<file path="src/rtl/audio_pwm_defines.svh">
// Register offsets, field positions and timing constants of the audio output block
`ifndef AUDIO_PWM_DEFINES_SVH
`define AUDIO_PWM_DEFINES_SVH

`define ADDR_W            8
`define DATA_W            4
`define OFS_STATUS        8'h00
`define OFS_EXTRA_LOW     8'h08
`define OFS_CONTROL       8'h09
`define OFS_LOW           8'h0a
`define OFS_HIGH          8'h0b
`define OFS_OPTIONS       8'h10
`define OFS_IRQ_STATUS    8'h11
`define OFS_IRQ_MASK      8'h12
`define BIT_ZERO_FLAG     0
`define BIT_CARRY_FLAG    1
`define BIT_REQUEST_FLAG  2
`define BIT_OUTPUT_ENABLE 0
`define BIT_GLOBAL_IE     1
`define BIT_OPT_TEN       0
`define BIT_OPT_TWELVE    1
`define BIT_OPT_DAC       2
`define IRQ_BIT_REQUEST   0
`define IRQ_BIT_ACCEPT    1
`define CLK_HZ            50000000
`define SAMPLE_HZ         32000
`define PERIOD_CYCLES     (`CLK_HZ / `SAMPLE_HZ)
`define PERIOD_W          11
`define NIBBLE_ZERO       4'h0

`endif

</file>
<file path="src/rtl/audio_pwm_pkg.sv">
// Types shared by the audio output block
package audio_pwm_pkg;
   typedef enum logic [2:0] {
      RES_8  = 3'b001,
      RES_10 = 3'b010,
      RES_12 = 3'b100
   } resolution_e;
   typedef logic [11:0] sample_t;
endpackage : audio_pwm_pkg

</file>
<file path="src/rtl/audio_pwm_output.sv">
// Audio PWM/DAC output block with nibble registers and request interrupt
//
// Contract
// - Sample top bit is the sign
// - DAC option reroutes sample to DAC output
// - Resolution follows ten and twelve options
// - 8-bit sample uses low and high nibble
// - One PWM cycle per 32 kHz period
// - 10-bit sample takes extra-low upper two bits
// - 12-bit sample takes all three nibbles
// - 10-bit magnitude spans 0 to 511
// - 12-bit magnitude spans 0 to 2047
// - Period end sets request flag status bit 2
// - Double buffer loads at period end
// - No new write reuses previous sample
// - Enable bit gates output; disabled drives low
// - Halt clears enable and floats speaker pins
// - Enabled request taken next clock, clears enable
//
// Overview
// Software stages a sample in three write-only nibbles. At each period end
// the staged nibbles move to the active stage, the request flag and the
// period-end event bit rise, and the counter wraps, so exactly one sample
// plays per period however late software is.
//
// The leg that pulses follows the sign of the active sample; the other leg
// stays low. A pulse starts at count zero and lasts magnitude clocks, so
// large 12-bit magnitudes clip at the period length.
//
// In converter mode the legs stay low and the same active sample is shown
// as a parallel code with a valid level.
//
// Halt drops the enable and lets the pins float until the next control
// write; a control write in the same cycle as halt loses to it.
//
// Interrupts: the period-end and acceptance events set sticky bits that a
// written one clears; a new event in the clearing cycle wins. IRQ is the
// registered OR of the unmasked bits. Acceptance needs the global enable
// and the request flag, pulses one clock later and drops the enable.
//
// The build options live in a register so one netlist covers every
// variant; software sets them once before enabling the output.
// Sample nibbles are write-only and read back as zero.
// The status read also shows the core carry and zero flags.
//
// Reset clears every register except the pin enable, which it sets, so the pins are driven low.
`timescale 1ns/1ps
`include "audio_pwm_defines.svh"

module audio_pwm_output (
   // Clock and reset
   input  wire logic                CORE_CLK,
   input  wire logic                RESET,
   // Register port
   input  wire logic [`ADDR_W-1:0]  ADDR,
   input  wire logic [`DATA_W-1:0]  WDATA,
   input  wire logic                WR,
   input  wire logic                RD,
   output logic      [`DATA_W-1:0]  RDATA,
   // Core events
   input  wire logic                HALT_EXEC,
   input  wire logic                CARRY_IN,
   input  wire logic                ZERO_IN,
   // Speaker pins
   output logic                     SPEAKER_OUT_POSITIVE,
   output logic                     SPEAKER_OUT_NEGATIVE,
   output logic                     SPEAKER_OE,
   // DAC
   output logic                     DAC_VALID,
   output logic      [11:0]         DAC_CODE,
   // Interrupt
   output logic                     INT_ACCEPT,
   output logic                     IRQ
);
   ////////////////////////////////////////////////////////////////////////////////
   // Decode helpers
   function automatic logic hit(input logic [`ADDR_W-1:0] a, input logic [`ADDR_W-1:0] ofs);
      hit = (a == ofs);
   endfunction : hit

   function automatic audio_pwm_pkg::resolution_e pick_res(input logic ten,
                                                            input logic twelve);
      if (twelve) begin
         pick_res = audio_pwm_pkg::RES_12;
      end else if (ten) begin
         pick_res = audio_pwm_pkg::RES_10;
      end else begin
         pick_res = audio_pwm_pkg::RES_8;
      end
   endfunction : pick_res

   // Pulse is high while the count is below the magnitude; both sides are
   // widened so the compare stays unsigned
   function automatic logic pulse_on(input logic [`PERIOD_W-1:0] cnt,
                                     input logic [10:0]           mag);
      pulse_on = ({1'b0, cnt} < {1'b0, mag});
   endfunction : pulse_on

   // Sticky bit: a new event beats a write-one clear in the same cycle
   function automatic logic sticky_next(input logic cur,
                                        input logic set,
                                        input logic clr);
      sticky_next = set || (cur && !clr);
   endfunction : sticky_next

   ////////////////////////////////////////////////////////////////////////////////
   // Register map: status 0x00, extra-low 0x08, control 0x09, low 0x0a,
   // high 0x0b, options 0x10, event status 0x11, event mask 0x12
   logic                        wr_status;
   logic                        wr_control;
   logic                        wr_irq_status;
   logic [3:0]                  extra_low_reg;
   logic [3:0]                  low_reg;
   logic [3:0]                  high_reg;
   logic [3:0]                  active_extra_reg;
   logic [3:0]                  active_low_reg;
   logic [3:0]                  active_high_reg;
   logic [2:0]                  options_reg;
   logic                        output_enable_reg;
   logic                        global_ie_reg;
   logic                        request_flag_reg;
   logic                        halted_reg;
   logic [1:0]                  irq_status_reg;
   logic [1:0]                  irq_mask_reg;
   logic                        accept_now;
   audio_pwm_pkg::resolution_e  res;
   logic                        negative;
   logic [10:0]                 magnitude;
   logic [`PERIOD_W-1:0]        count;
   logic                        period_end;
   logic                        dac_active;
   logic                        leg_on;

   assign wr_status     = WR && hit(ADDR, `OFS_STATUS);
   assign wr_control    = WR && hit(ADDR, `OFS_CONTROL);
   assign wr_irq_status = WR && hit(ADDR, `OFS_IRQ_STATUS);
   assign res           = pick_res(options_reg[`BIT_OPT_TEN], options_reg[`BIT_OPT_TWELVE]);
   assign accept_now    = global_ie_reg && request_flag_reg;
   // Converter mode and pulse window, each shared by two consumers
   assign dac_active    = output_enable_reg && options_reg[`BIT_OPT_DAC];
   assign leg_on        = pulse_on(count, magnitude);

   ////////////////////////////////////////////////////////////////////////////////
   // Write-only sample staging registers; held until software rewrites them
   // One nibble per strobe; unmapped offsets change nothing
   always_ff @(posedge CORE_CLK or posedge RESET) begin
      if (RESET) begin
         extra_low_reg <= `NIBBLE_ZERO;
         low_reg       <= `NIBBLE_ZERO;
         high_reg      <= `NIBBLE_ZERO;
      end else if (WR) begin
         if (hit(ADDR, `OFS_EXTRA_LOW)) begin
            extra_low_reg <= WDATA;
         end else if (hit(ADDR, `OFS_LOW)) begin
            low_reg <= WDATA;
         end else if (hit(ADDR, `OFS_HIGH)) begin
            high_reg <= WDATA;
         end
      end
   end

   ////////////////////////////////////////////////////////////////////////////////
   // Active stage: loads only at period end, so a missing write replays the old one
   // All three nibbles move together; a half-written sample plays only if period end falls between its writes
   always_ff @(posedge CORE_CLK or posedge RESET) begin
      if (RESET) begin
         active_extra_reg <= `NIBBLE_ZERO;
         active_low_reg   <= `NIBBLE_ZERO;
         active_high_reg  <= `NIBBLE_ZERO;
      end else if (period_end) begin
         active_extra_reg <= extra_low_reg;
         active_low_reg   <= low_reg;
         active_high_reg  <= high_reg;
      end
   end

   ////////////////////////////////////////////////////////////////////////////////
   // Build options, fixed by software at set-up in place of fuses
   // Changing them while enabled takes effect at once and may click
   always_ff @(posedge CORE_CLK or posedge RESET) begin
      if (RESET) begin
         options_reg <= 3'b000;
      end else if (WR && hit(ADDR, `OFS_OPTIONS)) begin
         options_reg <= WDATA[2:0];
      end
   end

   ////////////////////////////////////////////////////////////////////////////////
   // Control: halt wins over software, acceptance clears the global enable
   // Both enables sit in one register but have separate owners
   always_ff @(posedge CORE_CLK or posedge RESET) begin
      if (RESET) begin
         output_enable_reg <= 1'b0;
         global_ie_reg     <= 1'b0;
         halted_reg        <= 1'b0;
      end else begin
         if (HALT_EXEC) begin
            output_enable_reg <= 1'b0;
            halted_reg        <= 1'b1;
         end else if (wr_control) begin
            output_enable_reg <= WDATA[`BIT_OUTPUT_ENABLE];
            halted_reg        <= 1'b0;
         end
         if (accept_now) begin
            global_ie_reg <= 1'b0;
         end else if (wr_control) begin
            global_ie_reg <= WDATA[`BIT_GLOBAL_IE];
         end
      end
   end

   ////////////////////////////////////////////////////////////////////////////////
   // Request flag: set at period end wins over a software clear; entry leaves it
   // Software owns the clear, hardware never clears it on acceptance
   always_ff @(posedge CORE_CLK or posedge RESET) begin
      if (RESET) begin
         request_flag_reg <= 1'b0;
      end else if (period_end) begin
         request_flag_reg <= 1'b1;
      end else if (wr_status) begin
         request_flag_reg <= WDATA[`BIT_REQUEST_FLAG];
      end
   end

   ////////////////////////////////////////////////////////////////////////////////
   // Interrupt acceptance strobe, one clock after the enabled request
   // Registered so the strobe is clean; the global enable drops with it
   always_ff @(posedge CORE_CLK or posedge RESET) begin
      if (RESET) begin
         INT_ACCEPT <= 1'b0;
      end else begin
         INT_ACCEPT <= accept_now;
      end
   end

   ////////////////////////////////////////////////////////////////////////////////
   // Sticky event bits, write one to clear; a new event beats the clear
   // IRQ is registered, so it trails the status bit by one clock
   always_ff @(posedge CORE_CLK or posedge RESET) begin
      if (RESET) begin
         irq_status_reg <= 2'b00;
         irq_mask_reg   <= 2'b00;
         IRQ            <= 1'b0;
      end else begin
         irq_status_reg[`IRQ_BIT_REQUEST] <= sticky_next(irq_status_reg[`IRQ_BIT_REQUEST],
            period_end, wr_irq_status && WDATA[`IRQ_BIT_REQUEST]);
         irq_status_reg[`IRQ_BIT_ACCEPT] <= sticky_next(irq_status_reg[`IRQ_BIT_ACCEPT],
            accept_now, wr_irq_status && WDATA[`IRQ_BIT_ACCEPT]);
         if (WR && hit(ADDR, `OFS_IRQ_MASK)) begin
            irq_mask_reg <= WDATA[1:0];
         end
         IRQ <= |(irq_status_reg & irq_mask_reg);
      end
   end

   ////////////////////////////////////////////////////////////////////////////////
   // Read port; sample registers are write-only and read as zero
   // Unmapped offsets and idle cycles return zero, never a stale value
   always_ff @(posedge CORE_CLK or posedge RESET) begin
      if (RESET) begin
         RDATA <= `NIBBLE_ZERO;
      end else if (RD) begin
         if (hit(ADDR, `OFS_STATUS)) begin
            RDATA <= {1'b0, request_flag_reg, CARRY_IN, ZERO_IN};
         end else if (hit(ADDR, `OFS_CONTROL)) begin
            RDATA <= {2'b00, global_ie_reg, output_enable_reg};
         end else if (hit(ADDR, `OFS_OPTIONS)) begin
            RDATA <= {1'b0, options_reg};
         end else if (hit(ADDR, `OFS_IRQ_STATUS)) begin
            RDATA <= {2'b00, irq_status_reg};
         end else if (hit(ADDR, `OFS_IRQ_MASK)) begin
            RDATA <= {2'b00, irq_mask_reg};
         end else begin
            RDATA <= `NIBBLE_ZERO;
         end
      end else begin
         RDATA <= `NIBBLE_ZERO;
      end
   end

   ////////////////////////////////////////////////////////////////////////////////
   // Sub-blocks
   // The timer runs only while enabled, so a fresh enable starts a whole period
   period_timer u_timer (
      .clk        (CORE_CLK),
      .rst        (RESET),
      .run        (output_enable_reg),
      .count      (count),
      .period_end (period_end)
   );

   sample_assembler u_assemble (
      .res        (res),
      .high_nib   (active_high_reg),
      .low_nib    (active_low_reg),
      .extra_nib  (active_extra_reg),
      .negative   (negative),
      .magnitude  (magnitude)
   );

   ////////////////////////////////////////////////////////////////////////////////
   // Differential pins: the sign picks which leg pulses; the other stays low.
   // Pulse width is in clock counts, so long magnitudes clip at the period.
   // The pin enable is registered with the legs but follows HALT_EXEC directly, so on halt it drops one edge before the legs go low.
   always_ff @(posedge CORE_CLK or posedge RESET) begin
      if (RESET) begin
         SPEAKER_OUT_POSITIVE <= 1'b0;
         SPEAKER_OUT_NEGATIVE <= 1'b0;
         SPEAKER_OE           <= 1'b1;
      end else begin
         SPEAKER_OE <= !(HALT_EXEC || (halted_reg && !wr_control));
         if (!output_enable_reg || options_reg[`BIT_OPT_DAC]) begin
            SPEAKER_OUT_POSITIVE <= 1'b0;
            SPEAKER_OUT_NEGATIVE <= 1'b0;
         end else begin
            SPEAKER_OUT_POSITIVE <= !negative && leg_on;
            SPEAKER_OUT_NEGATIVE <= negative && leg_on;
         end
      end
   end

   ////////////////////////////////////////////////////////////////////////////////
   // DAC mode: the same sample registers feed a parallel converter code
   // The code reads zero while inactive so a stale sample is never shown
   always_ff @(posedge CORE_CLK or posedge RESET) begin
      if (RESET) begin
         DAC_VALID <= 1'b0;
         DAC_CODE  <= 12'h000;
      end else begin
         DAC_VALID <= dac_active;
         if (dac_active) begin
            DAC_CODE <= {negative, magnitude};
         end else begin
            DAC_CODE <= 12'h000;
         end
      end
   end
endmodule : audio_pwm_output

</file>
<file path="src/rtl/sample_assembler.sv">
// Builds a signed-magnitude sample from the three data nibbles
`timescale 1ns/1ps
`include "audio_pwm_defines.svh"

module sample_assembler (
   // Mode
   input  wire audio_pwm_pkg::resolution_e res,
   // Data nibbles
   input  wire logic [3:0]                 high_nib,
   input  wire logic [3:0]                 low_nib,
   input  wire logic [3:0]                 extra_nib,
   // Result
   output logic                            negative,
   output logic [10:0]                     magnitude
);
   ////////////////////////////////////////////////////////////////////////////////
   // Sign is always the top bit of the high nibble; the rest is the magnitude
   always_comb begin
      negative = high_nib[3];
      case (res)
         audio_pwm_pkg::RES_12: begin
            magnitude = {high_nib[2:0], low_nib, extra_nib};
         end
         audio_pwm_pkg::RES_10: begin
            magnitude = {2'b00, high_nib[2:0], low_nib, extra_nib[3:2]};
         end
         default: begin
            magnitude = {4'h0, high_nib[2:0], low_nib};
         end
      endcase
   end
endmodule : sample_assembler

</file>
<file path="src/rtl/period_timer.sv">
// Sample period counter, running only while enabled, with end-of-period pulse
`timescale 1ns/1ps
`include "audio_pwm_defines.svh"

module period_timer (
   // Clock and reset
   input  wire logic                  clk,
   input  wire logic                  rst,
   // Control
   input  wire logic                  run,
   // Status
   output logic [`PERIOD_W-1:0]       count,
   output logic                       period_end
);
   localparam logic [`PERIOD_W-1:0] LAST = `PERIOD_W'(`PERIOD_CYCLES - 1);

   ////////////////////////////////////////////////////////////////////////////////
   // Counter restarts while stopped so the first period after enable is whole
   always_ff @(posedge clk or posedge rst) begin
      if (rst) begin
         count <= '0;
      end else if (!run || count == LAST) begin
         count <= '0;
      end else begin
         count <= count + 1'b1;
      end
   end

   assign period_end = run && (count == LAST);
endmodule : period_timer

</file>
<file path="config.mk">
export PLATFORM = sky130hd
export DESIGN_NAME = audio_pwm_output
export DESIGN_NICKNAME = d
export VERILOG_FILES = /design/src/rtl/audio_pwm_pkg.sv /design/src/rtl/audio_pwm_output.sv /design/src/rtl/sample_assembler.sv /design/src/rtl/period_timer.sv
export VERILOG_INCLUDE_DIRS = /design/src /design/src/rtl
export SDC_FILE = /design/constraint.sdc
export NUM_CORES = 1
export LEC_CHECK = 0
export BUFFER_PORTS_ARGS = -buffer_cell sky130_fd_sc_hd__clkbuf_2
export CAP_MARGIN = 40
export CORE_MARGIN = 8
export CORE_UTILIZATION = 50
export DETAILED_ROUTE_END_ITERATION = 8
export MAX_ROUTING_LAYER = met4
export PLACE_DENSITY_LB_ADDON = 0.08
export SYNTH_ARGS = -nofsm -noshare
export SYNTH_HDL_FRONTEND = slang
export SYNTH_HIERARCHICAL = 1
export SYNTH_SLANG_ARGS = --single-unit
</file>
<file path="constraint.sdc">
create_clock -name CORE_CLK -period 3.5 [get_ports CORE_CLK]
set_input_delay 0.7 -clock CORE_CLK [delete_from_list [all_inputs] [get_ports CORE_CLK]]
set_output_delay 0.7 -clock CORE_CLK [all_outputs]
set_load 0.05 [all_outputs]
</file>
After elaboration in Yosys (flattened, before gate mapping)
Index checks and enable logic that the tools add are counted.
{"block": "totals", "input_bits": 19, "latchBits": 0, "rom_bits": 0, "word_cells": 92, "ram_bits": 0, "mem_count": 0, "register_bits": 68}
{"block": "op_classes", "n_lt_le_gt_ge": 1, "multipliers": 0, "mux": 21, "div_mod_pow": 0, "bitwise": 3, "add_sub_neg": 1, "n_shift": 0, "n_eq_ne": 10, "n_reduce_logical": 34}
{"operator": "$eq 8x4->1 const B", "n": 4}
{"operator": "$eq 8x5->1 const B", "n": 3}
{"operator": "$pmux 11 s2", "n": 1}
{"operator": "$logic_and 1x1->1", "n": 15}
{"operator": "$mux 12", "n": 1}
{"operator": "$mux 3", "n": 4}
{"operator": "$add 11x1->11 const B", "n": 1}
{"operator": "$eq 11x11->1 const B", "n": 1}
{"operator": "$lt 11x11->1", "n": 1}
{"operator": "$mux 11", "n": 1}
{"operator": "$mux 1", "n": 10}
{"operator": "$logic_not 8->1", "n": 1}
{"operator": "$logic_not 1->1", "n": 6}
{"operator": "$mux 2", "n": 3}
{"operator": "$reduce_bool 2->1", "n": 3}
{"operator": "$logic_or 1x1->1", "n": 5}
{"operator": "$mux 4", "n": 1}
{"operator": "$reduce_and 4->1", "n": 1}
{"operator": "$eq 3x2->1 const B", "n": 1}
{"operator": "$eq 3x3->1 const B", "n": 1}
{"operator": "$reduce_and 3->1", "n": 1}
{"operator": "$and 2x2->2", "n": 1}
{"operator": "$not 1->1", "n": 2}
{"operator": "$reduce_and 2->1", "n": 1}
{"operator": "$reduce_or 2->1", "n": 1}

Logic depth before layout (Yosys ltp)
Gate-level depths: netlist of the first run.
{"block": "depth", "depth_word": 7, "mapped_depth": 11}

Cells and area by module
The synthesis of the first run kept the hierarchy.
{"module": "audio_pwm_output", "area_each_um2": 2514.9, "seq_area_each_um2": 1402.6, "n_inst": 1, "cells_per_inst": 195}
{"module": "period_timer", "area_each_um2": 581.8, "seq_area_each_um2": 275.3, "n_inst": 1, "cells_per_inst": 57}
{"module": "sample_assembler", "area_each_um2": 225.2, "seq_area_each_um2": 0.0, "n_inst": 1, "cells_per_inst": 27}

Least setup slack after synthesis of the first run
No wires, ideal clock.
{"block": "synth_timing", "path_type": "flip-flop to flip-flop", "from": "register u_timer.count[1]", "to": "register active_extra_reg[3]", "required_ns": 3.375, "stages_incl_launch_ff": 7, "setup_time_ns": 0.125, "arrival_ns": 2.316, "setup_slack_ns": 1.059, "path_buffers": 1, "path_cell_list": "dfrtp_1 > inv_1 > ha_1 > or4bb_1 > nor4_1 > clkbuf_1 > mux2_2"}
{"block": "synth_via", "elab_chain_cells": 2}
{"item": "start: declaration", "line": "period_timer.sv:12", "source": "output logic [`PERIOD_W-1:0] count,"}
{"item": "start signal: assignment", "line": "period_timer.sv:25", "source": "count <= count + 1'b1;"}
{"item": "$eq 11x11->1", "line": "period_timer.sv:29", "source": "assign period_end = run && (count == LAST);"}
{"item": "$logic_and 1x1->1", "line": "period_timer.sv:29"}
{"item": "net period_end", "line": "audio_pwm_output.sv:130", "source": "logic period_end;"}
{"item": "end signal: assignment", "line": "audio_pwm_output.sv:167", "source": "active_extra_reg <= `NIBBLE_ZERO;"}
{"item": "end signal: assignment", "line": "audio_pwm_output.sv:171", "source": "active_extra_reg <= extra_low_reg;"}
{"item": "end: declaration", "line": "audio_pwm_output.sv:115", "source": "logic [3:0] active_extra_reg;"}
The timed path passes the listed nets, and every way through them passes these cells.
A chain may end at the register's enable or synchronous reset.

Final worst setup path of the first run
{"block": "layout_timing", "from": "register options_reg[1]", "to": "register SPEAKER_OUT_NEGATIVE"}
{"block": "layout_via", "elab_chain_cells": 6, "elab_cells_between_ends": 7}
{"item": "start: declaration", "line": "audio_pwm_output.sv:118", "source": "logic [2:0] options_reg;"}
{"item": "start signal: assignment", "line": "audio_pwm_output.sv:184", "source": "options_reg <= WDATA[2:0];"}
{"item": "$mux 3 *", "line": "audio_pwm_output.sv:83", "source": "if (twelve) begin"}
{"item": "net res[1]", "line": "audio_pwm_output.sv:126", "source": "audio_pwm_pkg::resolution_e res;"}
{"item": "$eq 3x2->1 or $eq 3x3->1 (tied branches)", "line": "sample_assembler.sv:20", "source": "case (res)"}
{"item": "$pmux 11 s2 *", "line": "sample_assembler.sv:20"}
{"item": "net magnitude[4]", "line": "audio_pwm_output.sv:128", "source": "logic [10:0] magnitude;"}
{"item": "$lt 11x11->1 *", "line": "audio_pwm_output.sv:96", "source": "pulse_on = ({1'b0, cnt} < {1'b0, mag});"}
{"item": "$logic_and 1x1->1 *", "line": "audio_pwm_output.sv:317", "source": "SPEAKER_OUT_NEGATIVE <= negative && leg_on;"}
{"item": "$mux 1 *", "line": "audio_pwm_output.sv:312", "source": "if (!output_enable_reg || options_reg[`BIT_OPT_DAC]) begin"}
{"item": "end signal: assignment", "line": "audio_pwm_output.sv:317"}
{"item": "end: declaration", "line": "audio_pwm_output.sv:66", "source": "output logic SPEAKER_OUT_NEGATIVE,"}
Mark *: on every way through the listed nets, which the timed path passes. The rest lies on a longest branch.

==> flow_summary.json, run 1 <==
{
  "status": "complete, no violations",
  "timing.rr.end": "SPEAKER_OUT_NEGATIVE",
  "final_util": 0.597,
  "yosys.area_share.simple": 0.161,
  "ys_async_sr_fraction": 1.00,
  "period_share": 0.758,
  "largest_register_ffs": 12,
  "power_density_nw_per_um2": 433,
  "slew_headroom": 0.486,
  "grt_pass1_vias": 2350,
  "fin_crit_ps": 2650,
  "endpoint_kind": "flip-flop",
  "r2r-start": "options_reg[1]",
  "hpwl_mm": 5.07,
  "switching_power_uw": 344,
  "gp_congestion": 0.802,
  "top_register": "DAC_CODE",
  "initial_utilization": 0.520,
  "critPathArrivalTime_ps": 2900,
  "cts_made_buffers": 9,
  "cts_resized": 0,
  "clkSinkCount": 67,
  "grt_pass1_wl_mm": 12.1,
  "synth_mux_area_frac": 0.109,
  "synth.area.top_cells": "dfrtp_1 (50%), ha_1 (4.5%), mux2_2 (4.1%)",
  "fmaxAchievable_mhz": 377,
  "clock_skew_ps": 10.2,
  "finalPower_mw": 1.65,
  "vdd_drop_max_mv": 0.278,
  "grt-ovfl-total": 0,
  "portBuffers": 39,
  "via_count": 2302,
  "wl_mm": 6.99,
  "dpl-instance-area_sq_um": 3570,
  "syn-num-nets": 310,
  "tightest_slew_ps": 769,
  "reg2reg_slack_ps": 850,
  "rsz0062_at_grt": "no",
  "drcViolationCount": 0,
  "pin_count": 41,
  "die_h_microns": 97.5,
  "yosysTopAreaCellShare": 0.497,
  "die_w_microns": 97.5,
  "final_area_sq_um": 3810,
  "clk_latency_ps": 340,
  "drive_gt1_frac": 0.281,
  "synthAdderAreaFrac": 0.0452,
  "cts_root_buffer": "clkbuf_8",
  "syn_avg_cell_area_sq_um": 11.9,
  "clk_pin_slew_ps": 80,
  "crit_fanout": 10,
  "ys_seq_area_frac": 0.505,
  "worstHoldPathType": "input port to async pin",
  "hold_viol_final": 0,
  "r2r_cells": 10,
  "clockBufferDepth": 2,
  "syn_to_final_growth_pct": 14.8,
  "p_comb_frac": 0.047,
  "fp.coreArea_sq_um": 6390,
  "timing.setup.tns_ps": 0,
  "synth_top_family_by_area": "simple AND/OR/NAND/NOR gates",
  "synth_compound_area_frac": 0.127,
  "dieArea_sq_um": 9510,
  "cts_setup_buffers": 0,
  "netlist_instances": 279,
  "synth_seq_cells": 67,
  "finalSetupViolations": 0,
  "crit_required_ps": 3750,
  "synthDistinctLibCells": 59,
  "synth_xor_xnor_area_share": 0.00791,
  "synth-main-ff-cell": "dfrtp_1",
  "yosys_warnings": 6,
  "h-tree-depth": 3,
  "netlist_area_sq_um": 3320,
  "slew_viol_final": 0,
  "cp-start-kind": "flip-flop",
  "num_rows": 29,
  "antenna_found_initial": 0,
  "p_leak_nw": 1.85,
  "viasPerCell": 5.70,
  "grt_start_max_net_pins": 37,
  "seqPwrFrac": 0.483,
  "cap_violations": 0,
  "cts_tree": "done",
  "p_int_mw": 1.31,
  "drt_iter0_drc": 89,
  "largestRegisters": "DAC_CODE: 12 flops, u_timer/count: 11 flops",
  "synth_edf_count": 0,
  "cts-hold-fix-buffers": 0,
  "power.share.clock": 0.470,
  "synth_top_area_cell": "dfrtp_1",
  "p_sw_frac": 0.208,
  "firstDrtPassIters": 4,
  "diodes": 0,
  "antenna_left": 0,
  "nNetsFinal": 353,
  "critPathKind": "flip-flop to flip-flop",
  "wl_per_cell_microns": 17.3,
  "grt.total_usage": 0.162
}
-- cell families (layout without fill, tap and decap cells) --
| group | count (synthesis) | in the layout |
|---|---|---|
| AO/OA/AOI/OAI | 57 | 57 |
| XOR/XNOR | 3 | 3 |
| adder cells (fa/ha/maj) | 12 | 12 |
| buffers and inverters | 29 | 77 |
| flip-flops | 67 | 67 |
| multiplexers | 30 | 30 |
| other | 1 | 1 |
| AND/OR/NAND/NOR | 80 | 80 |
-- cells in the final DEF (no fill, tap or decap), types with 6 or more instances in the layout --
master / instances
clkbuf_2: 39
a21oi_1: 13
a22oi_1: 9
clkbuf_8: 10
mux2_1: 10
inv_1: 17
o2bb2ai_1: 8
nand4_1: 6
dfrtp_1: 66
nor2_1: 12
ha_1: 12
and3_1: 14
nand3_1: 10
mux2_4: 7
mux2_2: 12
-- routing by layer --
metal	vias to the layer above	track usage	wire [microns]
li1	1107	-	-
met1	1123	0.216	3480
met2	63	0.227	3090
met3	9	0.0391	340
met4	0	0.0699	85
met5	-	-	0
-- per-stage QoR --
stage                     setup WS (ps)  cells  hold slack [ps]
after CTS                           899    404              346
after global placement             1010    388              380
final                               848    404              352
after floorplan                    1060    279              371
after detailed placement            905    388              392
after global routing                648    404              391
-- how the worst max path moves through the flow --
stage	to	cells after the start	start	slack, ps
2_1_floorplan	active_extra_reg[3]	6	u_timer/count[1]	1060
3_3_place_gp	SPEAKER_OUT_POSITIVE	10	options_reg[1]	1010
3_5_place_dp	SPEAKER_OUT_NEGATIVE	10	options_reg[1]	900
4_1_cts	SPEAKER_OUT_NEGATIVE	10	options_reg[1]	900
5_1_grt	SPEAKER_OUT_POSITIVE	10	options_reg[1]	650
6_report	SPEAKER_OUT_NEGATIVE	10	options_reg[1]	850
-- cell type report --
cell class                      instances  area, sq um
Sequential cell                        67         1680
Inverter                               18         67.6
Tap cell                               77         96.3
Fill cell                             531         2570
Clock inverter                          5          100
Multi-Input combinational cell        183         1510
Timing Repair Buffer                   43          225
Clock buffer                           11          141
-- power groups by stage --
stage / combinational (mW) / sequential, mW / clock, mW
floorplan: 0.0512 / 0.808 / 0
global placement: 0.0792 / 0.811 / 0
detailed placement: 0.0792 / 0.812 / 0
CTS: 0.0796 / 0.797 / 0.794
global route: 0.0886 / 0.798 / 0.824
finish: 0.0778 / 0.797 / 0.775
-- Yosys cell counts (all sizes together), types with 2 or more instances --
library cell,count
a211oi,3
a21o,3
a21oi,13
a22o,2
a22oi,9
and2,2
and3,15
and3b,3
buf,8
clkbuf,3
dfrtp,66
ha,12
inv,18
mux2,29
nand2,7
nand3,12
nand4,7
nor2,12
nor2b,6
nor4,2
o211ai,2
o21ai,6
o21bai,2
o2bb2ai,8
o31ai,4
or3,4
or4,2
xor2,2
-- critical path, cell delays in order (launching register included) --
cell	delay, ps
dfrtp_1	430
nor2b_1	250
and2b_1	400
a22oi_1	120
o2bb2ai_1	240
inv_1	70
ha_1	310
a211o_1	250
a21oi_1	130
o31ai_1	120
a211oi_1	240
Note: power is estimated with default switching activity, not from simulation.
==> inputs of run 2 (changes only) <==
Clock period 3.5 ns to 2.5 ns, I/O delays scaled along.
==> flow_summary.json, run 2 (synthesis results as in run 1) <==
{
  "vdd_drop_max_mv": 0.412,
  "tightest_slew_ps": 705,
  "antenna_left": 0,
  "largest_register_ffs": 12,
  "wl_mm": 7.31,
  "critPathKind": "flip-flop to flip-flop",
  "h-tree-depth": 3,
  "period_share": 0.940,
  "endpoint_kind": "flip-flop",
  "dp.cells": 392,
  "die_w_microns": 97.5,
  "layout_commonest_cell": "dfrtp_1",
  "num_rows": 29,
  "cts_made_buffers": 9,
  "clkSinkCount": 67,
  "initial_utilization": 0.520,
  "top_register": "DAC_CODE",
  "hpwl_mm": 5.17,
  "reg2reg_slack_ps": 150,
  "drive_gt1_frac": 0.328,
  "viasPerCell": 5.72,
  "p_sw_frac": 0.209,
  "switching_power_uw": 507,
  "crit_required_ps": 2760,
  "critPathArrivalTime_ps": 2610,
  "nNetsFinal": 361,
  "wl_per_cell_microns": 17.7,
  "instances_no_fill": 412,
  "seqPwrFrac": 0.461,
  "regArea_sq_um": 1680,
  "grt_pass1_vias": 2404,
  "firstDrtPassIters": 5,
  "grt.total_usage": 0.167,
  "num-fill-cells": 503,
  "final_area_sq_um": 3950,
  "finalPower_mw": 2.42,
  "antenna_found_initial": 0,
  "power_density_nw_per_um2": 612,
  "slew_headroom": 0.530,
  "grt_pass1_wl_mm": 12.5,
  "finalSetupViolations": 0,
  "worstHoldPathType": "input port to async pin",
  "cap_violations": 0,
  "fin_crit_ps": 2350,
  "drcViolationCount": 0,
  "die_h_microns": 97.5,
  "pin_count": 41,
  "slew_viol_final": 0,
  "power.share.clock": 0.490,
  "syn_to_final_growth_pct": 19.0,
  "portBuffers": 39,
  "clk_pin_slew_ps": 80,
  "dpl-instance-area_sq_um": 3600,
  "clock_skew_ps": 9.06,
  "p_comb_frac": 0.049,
  "clockBufferDepth": 2,
  "drt_iter0_drc": 139,
  "largestRegisters": "DAC_CODE: 12 flops, u_timer/count: 11 flops",
  "fmaxAchievable_mhz": 426,
  "clk_latency_ps": 350,
  "crit_fanout": 10,
  "cp-start-kind": "flip-flop",
  "grt-ovfl-total": 0,
  "mostFrequentLayoutCells": "dfrtp_1 (65), clkbuf_2 (39), inv_1 (17), and3_1 (14)",
  "dieArea_sq_um": 9510,
  "cts-hold-fix-buffers": 0,
  "fp.coreArea_sq_um": 6390,
  "p_leak_nw": 1.90,
  "diodes": 0,
  "gp_congestion": 0.865,
  "hold_viol_final": 0,
  "p_int_mw": 1.91,
  "multi_input_area_sq_um": 1570,
  "status": "complete, no violations",
  "grt_start_max_net_pins": 57,
  "cts_root_buffer": "clkbuf_8",
  "via_count": 2356,
  "cts_tree": "done"
}
-- run 2: cell types whose count changed in the layout (fill, tap and decap cells not counted), moves of 2 or more --
cell       change
o2bb2ai_2      +2
clkinv_2       -2
buf_4          +7
a211oi_1       -2
a211oi_2       +2
clkinv_4       +2
o2bb2ai_1      -2
-- run 2: area by class of cell --
class	count	share of cell area
sequential	67	0.425
multi-input combinational	184	0.396
timing repair buffer	50	0.0703
clock inverter	6	0.0348
clock buffer	10	0.0323
tap	77	0.0244
inverter	18	0.0171
-- run 2: timing repair --
item / in CTS / in global routing
endpoints found under the setup margin: 0 / 2
buffers inserted: 0 / 3
resized for setup: 0 / 11
-- run 2: path summary, 6_finish.rpt --
| check | startpoint | endpoint | cells past startpoint |
|---|---|---|---|
| min | RESET | u_timer/count[7] | 2 |
| min in group CORE_CLK | HALT_EXEC | SPEAKER_OE | 2 |
| max reg2reg | options_reg[0] | SPEAKER_OUT_NEGATIVE | 10 |
| max | options_reg[0] | SPEAKER_OUT_NEGATIVE | 10 |
| min reg2reg | halted_reg | SPEAKER_OE | 1 |
| max in group asynchronous | RESET | options_reg[1] | 3 |
-- run 2: worst max-delay path, cell delays in order, from the launching register on --
cell and delay, ps:
dfrtp_1 370, nor2b_2 150, and2b_2 270, o21bai_4 250, buf_4 150, o2bb2ai_1 150
inv_1 80, ha_1 310, a211oi_2 210, o31ai_2 100, a211oi_1 210
-- run 2: power groups by stage --
stage / Sequential, mW / Clock (mW) / Combinational (mW)
finish: 1.12 / 1.19 / 0.119
CTS: 1.12 / 1.21 / 0.117
detailed placement: 1.14 / 0 / 0.116
global route: 1.12 / 1.25 / 0.133
floorplan: 1.13 / 0 / 0.0716
global placement: 1.14 / 0 / 0.115
-- run 2: metrics by stage --
step	hold WS [ps]	worst slack [ps]	util	setup TNS [ps]
after floorplan	352	59.3	-	0
after global placement	380	109	0.564	0
after detailed placement	390	23.9	0.564	0
after CTS	148	13.9	0.606	0
after global routing	197	-5.12	0.619	-5.12
final	149	151	0.619	0
-- run 2: layer usage --
layer | routed length (microns) | vias to the layer above | track usage | part of all wire
met5 | 0 | - | - | 0
met4 | 116 | 0 | 0.0653 | 0.016
met3 | 449 | 16 | 0.0519 | 0.061
met2 | 3130 | 69 | 0.235 | 0.43
met1 | 3610 | 1146 | 0.217 | 0.49
li1 | - | 1125 | - | -
==> inputs of run 3 (changes only) <==
Settings changed: SYNTH_HIERARCHICAL 1 to not set.
==> flow_summary.json, run 3 <==
{
  "met3RoutedLength_microns": 287,
  "cap_violations": 0,
  "slew_viol_final": 0,
  "netlist_instances": 270,
  "r2r-start": "options_reg[0]",
  "met1Wirelength_mm": 3.40,
  "grt_pass1_wl_mm": 11.0,
  "synth_seq_cells": 67,
  "rsz0062_at_grt": "no",
  "top_register": "DAC_CODE",
  "worstHoldPathType": "input port to async pin",
  "grt.total_usage": 0.164,
  "h-tree-depth": 3,
  "largest_register_ffs": 12,
  "hold_viol_final": 0,
  "synth_edf_count": 0,
  "timing.rr.end": "SPEAKER_OUT_NEGATIVE",
  "cts_made_buffers": 9,
  "power.share.clock": 0.387,
  "ys_async_sr_fraction": 1.00,
  "switching_power_uw": 496,
  "timing.setup.tns_ps": 0,
  "wl_mm": 6.65,
  "reg2reg_slack_ps": 270,
  "largestRegisters": "DAC_CODE: 12 flops, u_timer.count: 11 flops",
  "synth_mux_area_frac": 0.150,
  "num-fill-cells": 502,
  "cts_setup_buffers": 0,
  "fin_crit_ps": 2230,
  "final_util": 0.594,
  "num_rows": 28,
  "yosys.area_share.simple": 0.158,
  "crit_fanout": 10,
  "drt_iter0_drc": 81,
  "cts_tree": "done",
  "clk_pin_slew_ps": 70,
  "r2r_cells": 7,
  "die_w_microns": 95.0,
  "clock_skew_ps": 9.72,
  "syn_avg_cell_area_sq_um": 11.6,
  "p_int_mw": 1.54,
  "clk_latency_ps": 340,
  "vdd_drop_max_mv": 0.458,
  "antenna_left": 0,
  "synthDistinctLibCells": 42,
  "viasPerCell": 5.42,
  "p_sw_frac": 0.243,
  "yosys_warnings": 0,
  "firstDrtPassIters": 4,
  "critPathKind": "flip-flop to flip-flop",
  "diodes": 0,
  "endpoint_kind": "flip-flop",
  "cts-hold-fix-buffers": 0,
  "place_ws_ps": 232,
  "p_leak_nw": 1.71,
  "syn-num-nets": 301,
  "yosysTopAreaCellShare": 0.529,
  "hpwl_mm": 4.87,
  "netlist_area_sq_um": 3120,
  "route.met2.wl_mm": 2.88,
  "fmaxAchievable_mhz": 449,
  "synth_compound_area_frac": 0.0566,
  "grt_pass1_vias": 2105,
  "synthAdderAreaFrac": 0.0481,
  "synth.most_common_cell": "dfrtp_1",
  "fin_ws_ps": 272,
  "period_share": 0.891,
  "pin_count": 41,
  "initial_utilization": 0.521,
  "syn_to_final_growth_pct": 14.1,
  "tightest_slew_ps": 595,
  "wl_per_cell_microns": 16.9,
  "critPathArrivalTime_ps": 2480,
  "layout_commonest_cell": "dfrtp_1",
  "fp.coreArea_sq_um": 5990,
  "cts_root_buffer": "clkbuf_8",
  "synth_top_family_by_area": "simple AND/OR/NAND/NOR gates",
  "drcViolationCount": 0,
  "antenna_found_initial": 0,
  "crit_required_ps": 2750,
  "dieArea_sq_um": 9020,
  "nNetsFinal": 344,
  "synth_xor_xnor_area_share": 0.0253,
  "p_comb_frac": 0.056,
  "finalSetupViolations": 0,
  "grt-ovfl-total": 0,
  "via_count": 2130,
  "clkSinkCount": 67,
  "synthTopCellsByCount": "dfrtp_1 (66), nor2_1 (33), mux2_2 (22)",
  "synth-main-ff-cell": "dfrtp_1",
  "power_density_nw_per_um2": 572,
  "slew_headroom": 0.603,
  "synth_top_area_cell": "dfrtp_1",
  "status": "complete, no violations",
  "grt_start_max_net_pins": 42,
  "ys_seq_area_frac": 0.538,
  "portBuffers": 39,
  "maxUsedRoutingLayer": "met4",
  "seqPwrFrac": 0.557,
  "gp_congestion": 0.894,
  "drive_gt1_frac": 0.289,
  "clockBufferDepth": 2,
  "synth.area.top_cells": "dfrtp_1 (53%), mux2_2 (7.9%), ha_1 (4.8%)",
  "mostFrequentLayoutCells": "dfrtp_1 (65), clkbuf_2 (39), nor2_1 (33), mux2_2 (22), nand2_1 (18)",
  "cp-start-kind": "flip-flop",
  "die_h_microns": 95.0
}
run 3: cell count changes in the layout (fill, tap and decap cells not counted), moves of 10 or more:
cell and change:
buf_4 -10, mux2_1 -10, mux2_2 +10, nor2_1 +21, nand2_1 +13, inv_1 -12
run 3: per-stage QoR:
step | std cells | instance area, sq um | hold WS [ps] | total power, mW
final | 393 | 3560 | 207 | 2.04
after global routing | 393 | 3560 | 252 | 2.12
after CTS | 393 | 3560 | 222 | 2.06
after detailed placement | 377 | 3390 | 391 | 1.27
after global placement | 377 | 3390 | 387 | 1.27
after floorplan | 270 | 3120 | 371 | 1.22
run 3: repair_timing:
action,in CTS,in global routing
endpoints found under the hold margin,0,0
setup endpoints to repair,0,1
resized for setup,0,1
run 3: how the worst max path moves through the flow:
stage | startpoint | endpoint | slack [ps] | depth (start not counted)
6_report | options_reg[0] | SPEAKER_OUT_NEGATIVE | 270 | 7
5_1_grt | options_reg[0] | SPEAKER_OUT_NEGATIVE | 100 | 7
4_1_cts | options_reg[1] | SPEAKER_OUT_NEGATIVE | 220 | 7
3_5_place_dp | options_reg[1] | SPEAKER_OUT_NEGATIVE | 230 | 7
3_3_place_gp | ADDR[2] | options_reg[2] | 400 | 5
2_1_floorplan | RESET | DAC_CODE[0] | 320 | 1
run 3: worst max-delay path: stages, from the launching register on:
cell	delay (ps)
dfrtp_1	620
nor2b_1	230
a22oi_1	120
ha_1	350
a211oi_1	310
o211ai_1	150
o2111a_1	190
nor3_1	180
run 3: layout make-up:
cell class	instances	area, sq um	share of cell area
Clock buffer	12	145	0.0408
Clock inverter	4	26.3	0.00738
Inverter	6	22.5	0.00633
Multi-Input combinational cell	188	1370	0.385
Sequential cell	67	1680	0.472
Tap cell	75	93.8	0.0264
Timing Repair Buffer	41	223	0.0626
run 3: power by group through the flow:
| stage | Clock, mW | Combinational [mW] | Sequential, mW |
|---|---|---|---|
| floorplan | 0 | 0.0720 | 1.15 |
| global placement | 0 | 0.116 | 1.15 |
| detailed placement | 0 | 0.117 | 1.15 |
| CTS | 0.808 | 0.118 | 1.13 |
| global route | 0.854 | 0.129 | 1.14 |
| finish | 0.787 | 0.115 | 1.13 |
run 3: per-layer routing:
| metal | track usage | up-vias |
|---|---|---|
| met5 | - | - |
| met4 | 0.0416 | 0 |
| met3 | 0.0532 | 7 |
| met2 | 0.222 | 49 |
| met1 | 0.228 | 1039 |
| li1 | - | 1035 |
run 3: logic make-up after synthesis:
group	after synthesis
adder cells (fa/ha/maj)	12
flip-flops	67
other	1
multiplexers	40
buffers and inverters	15
AO/OA/AOI/OAI	28
AND/OR/NAND/NOR	98
XOR/XNOR	9
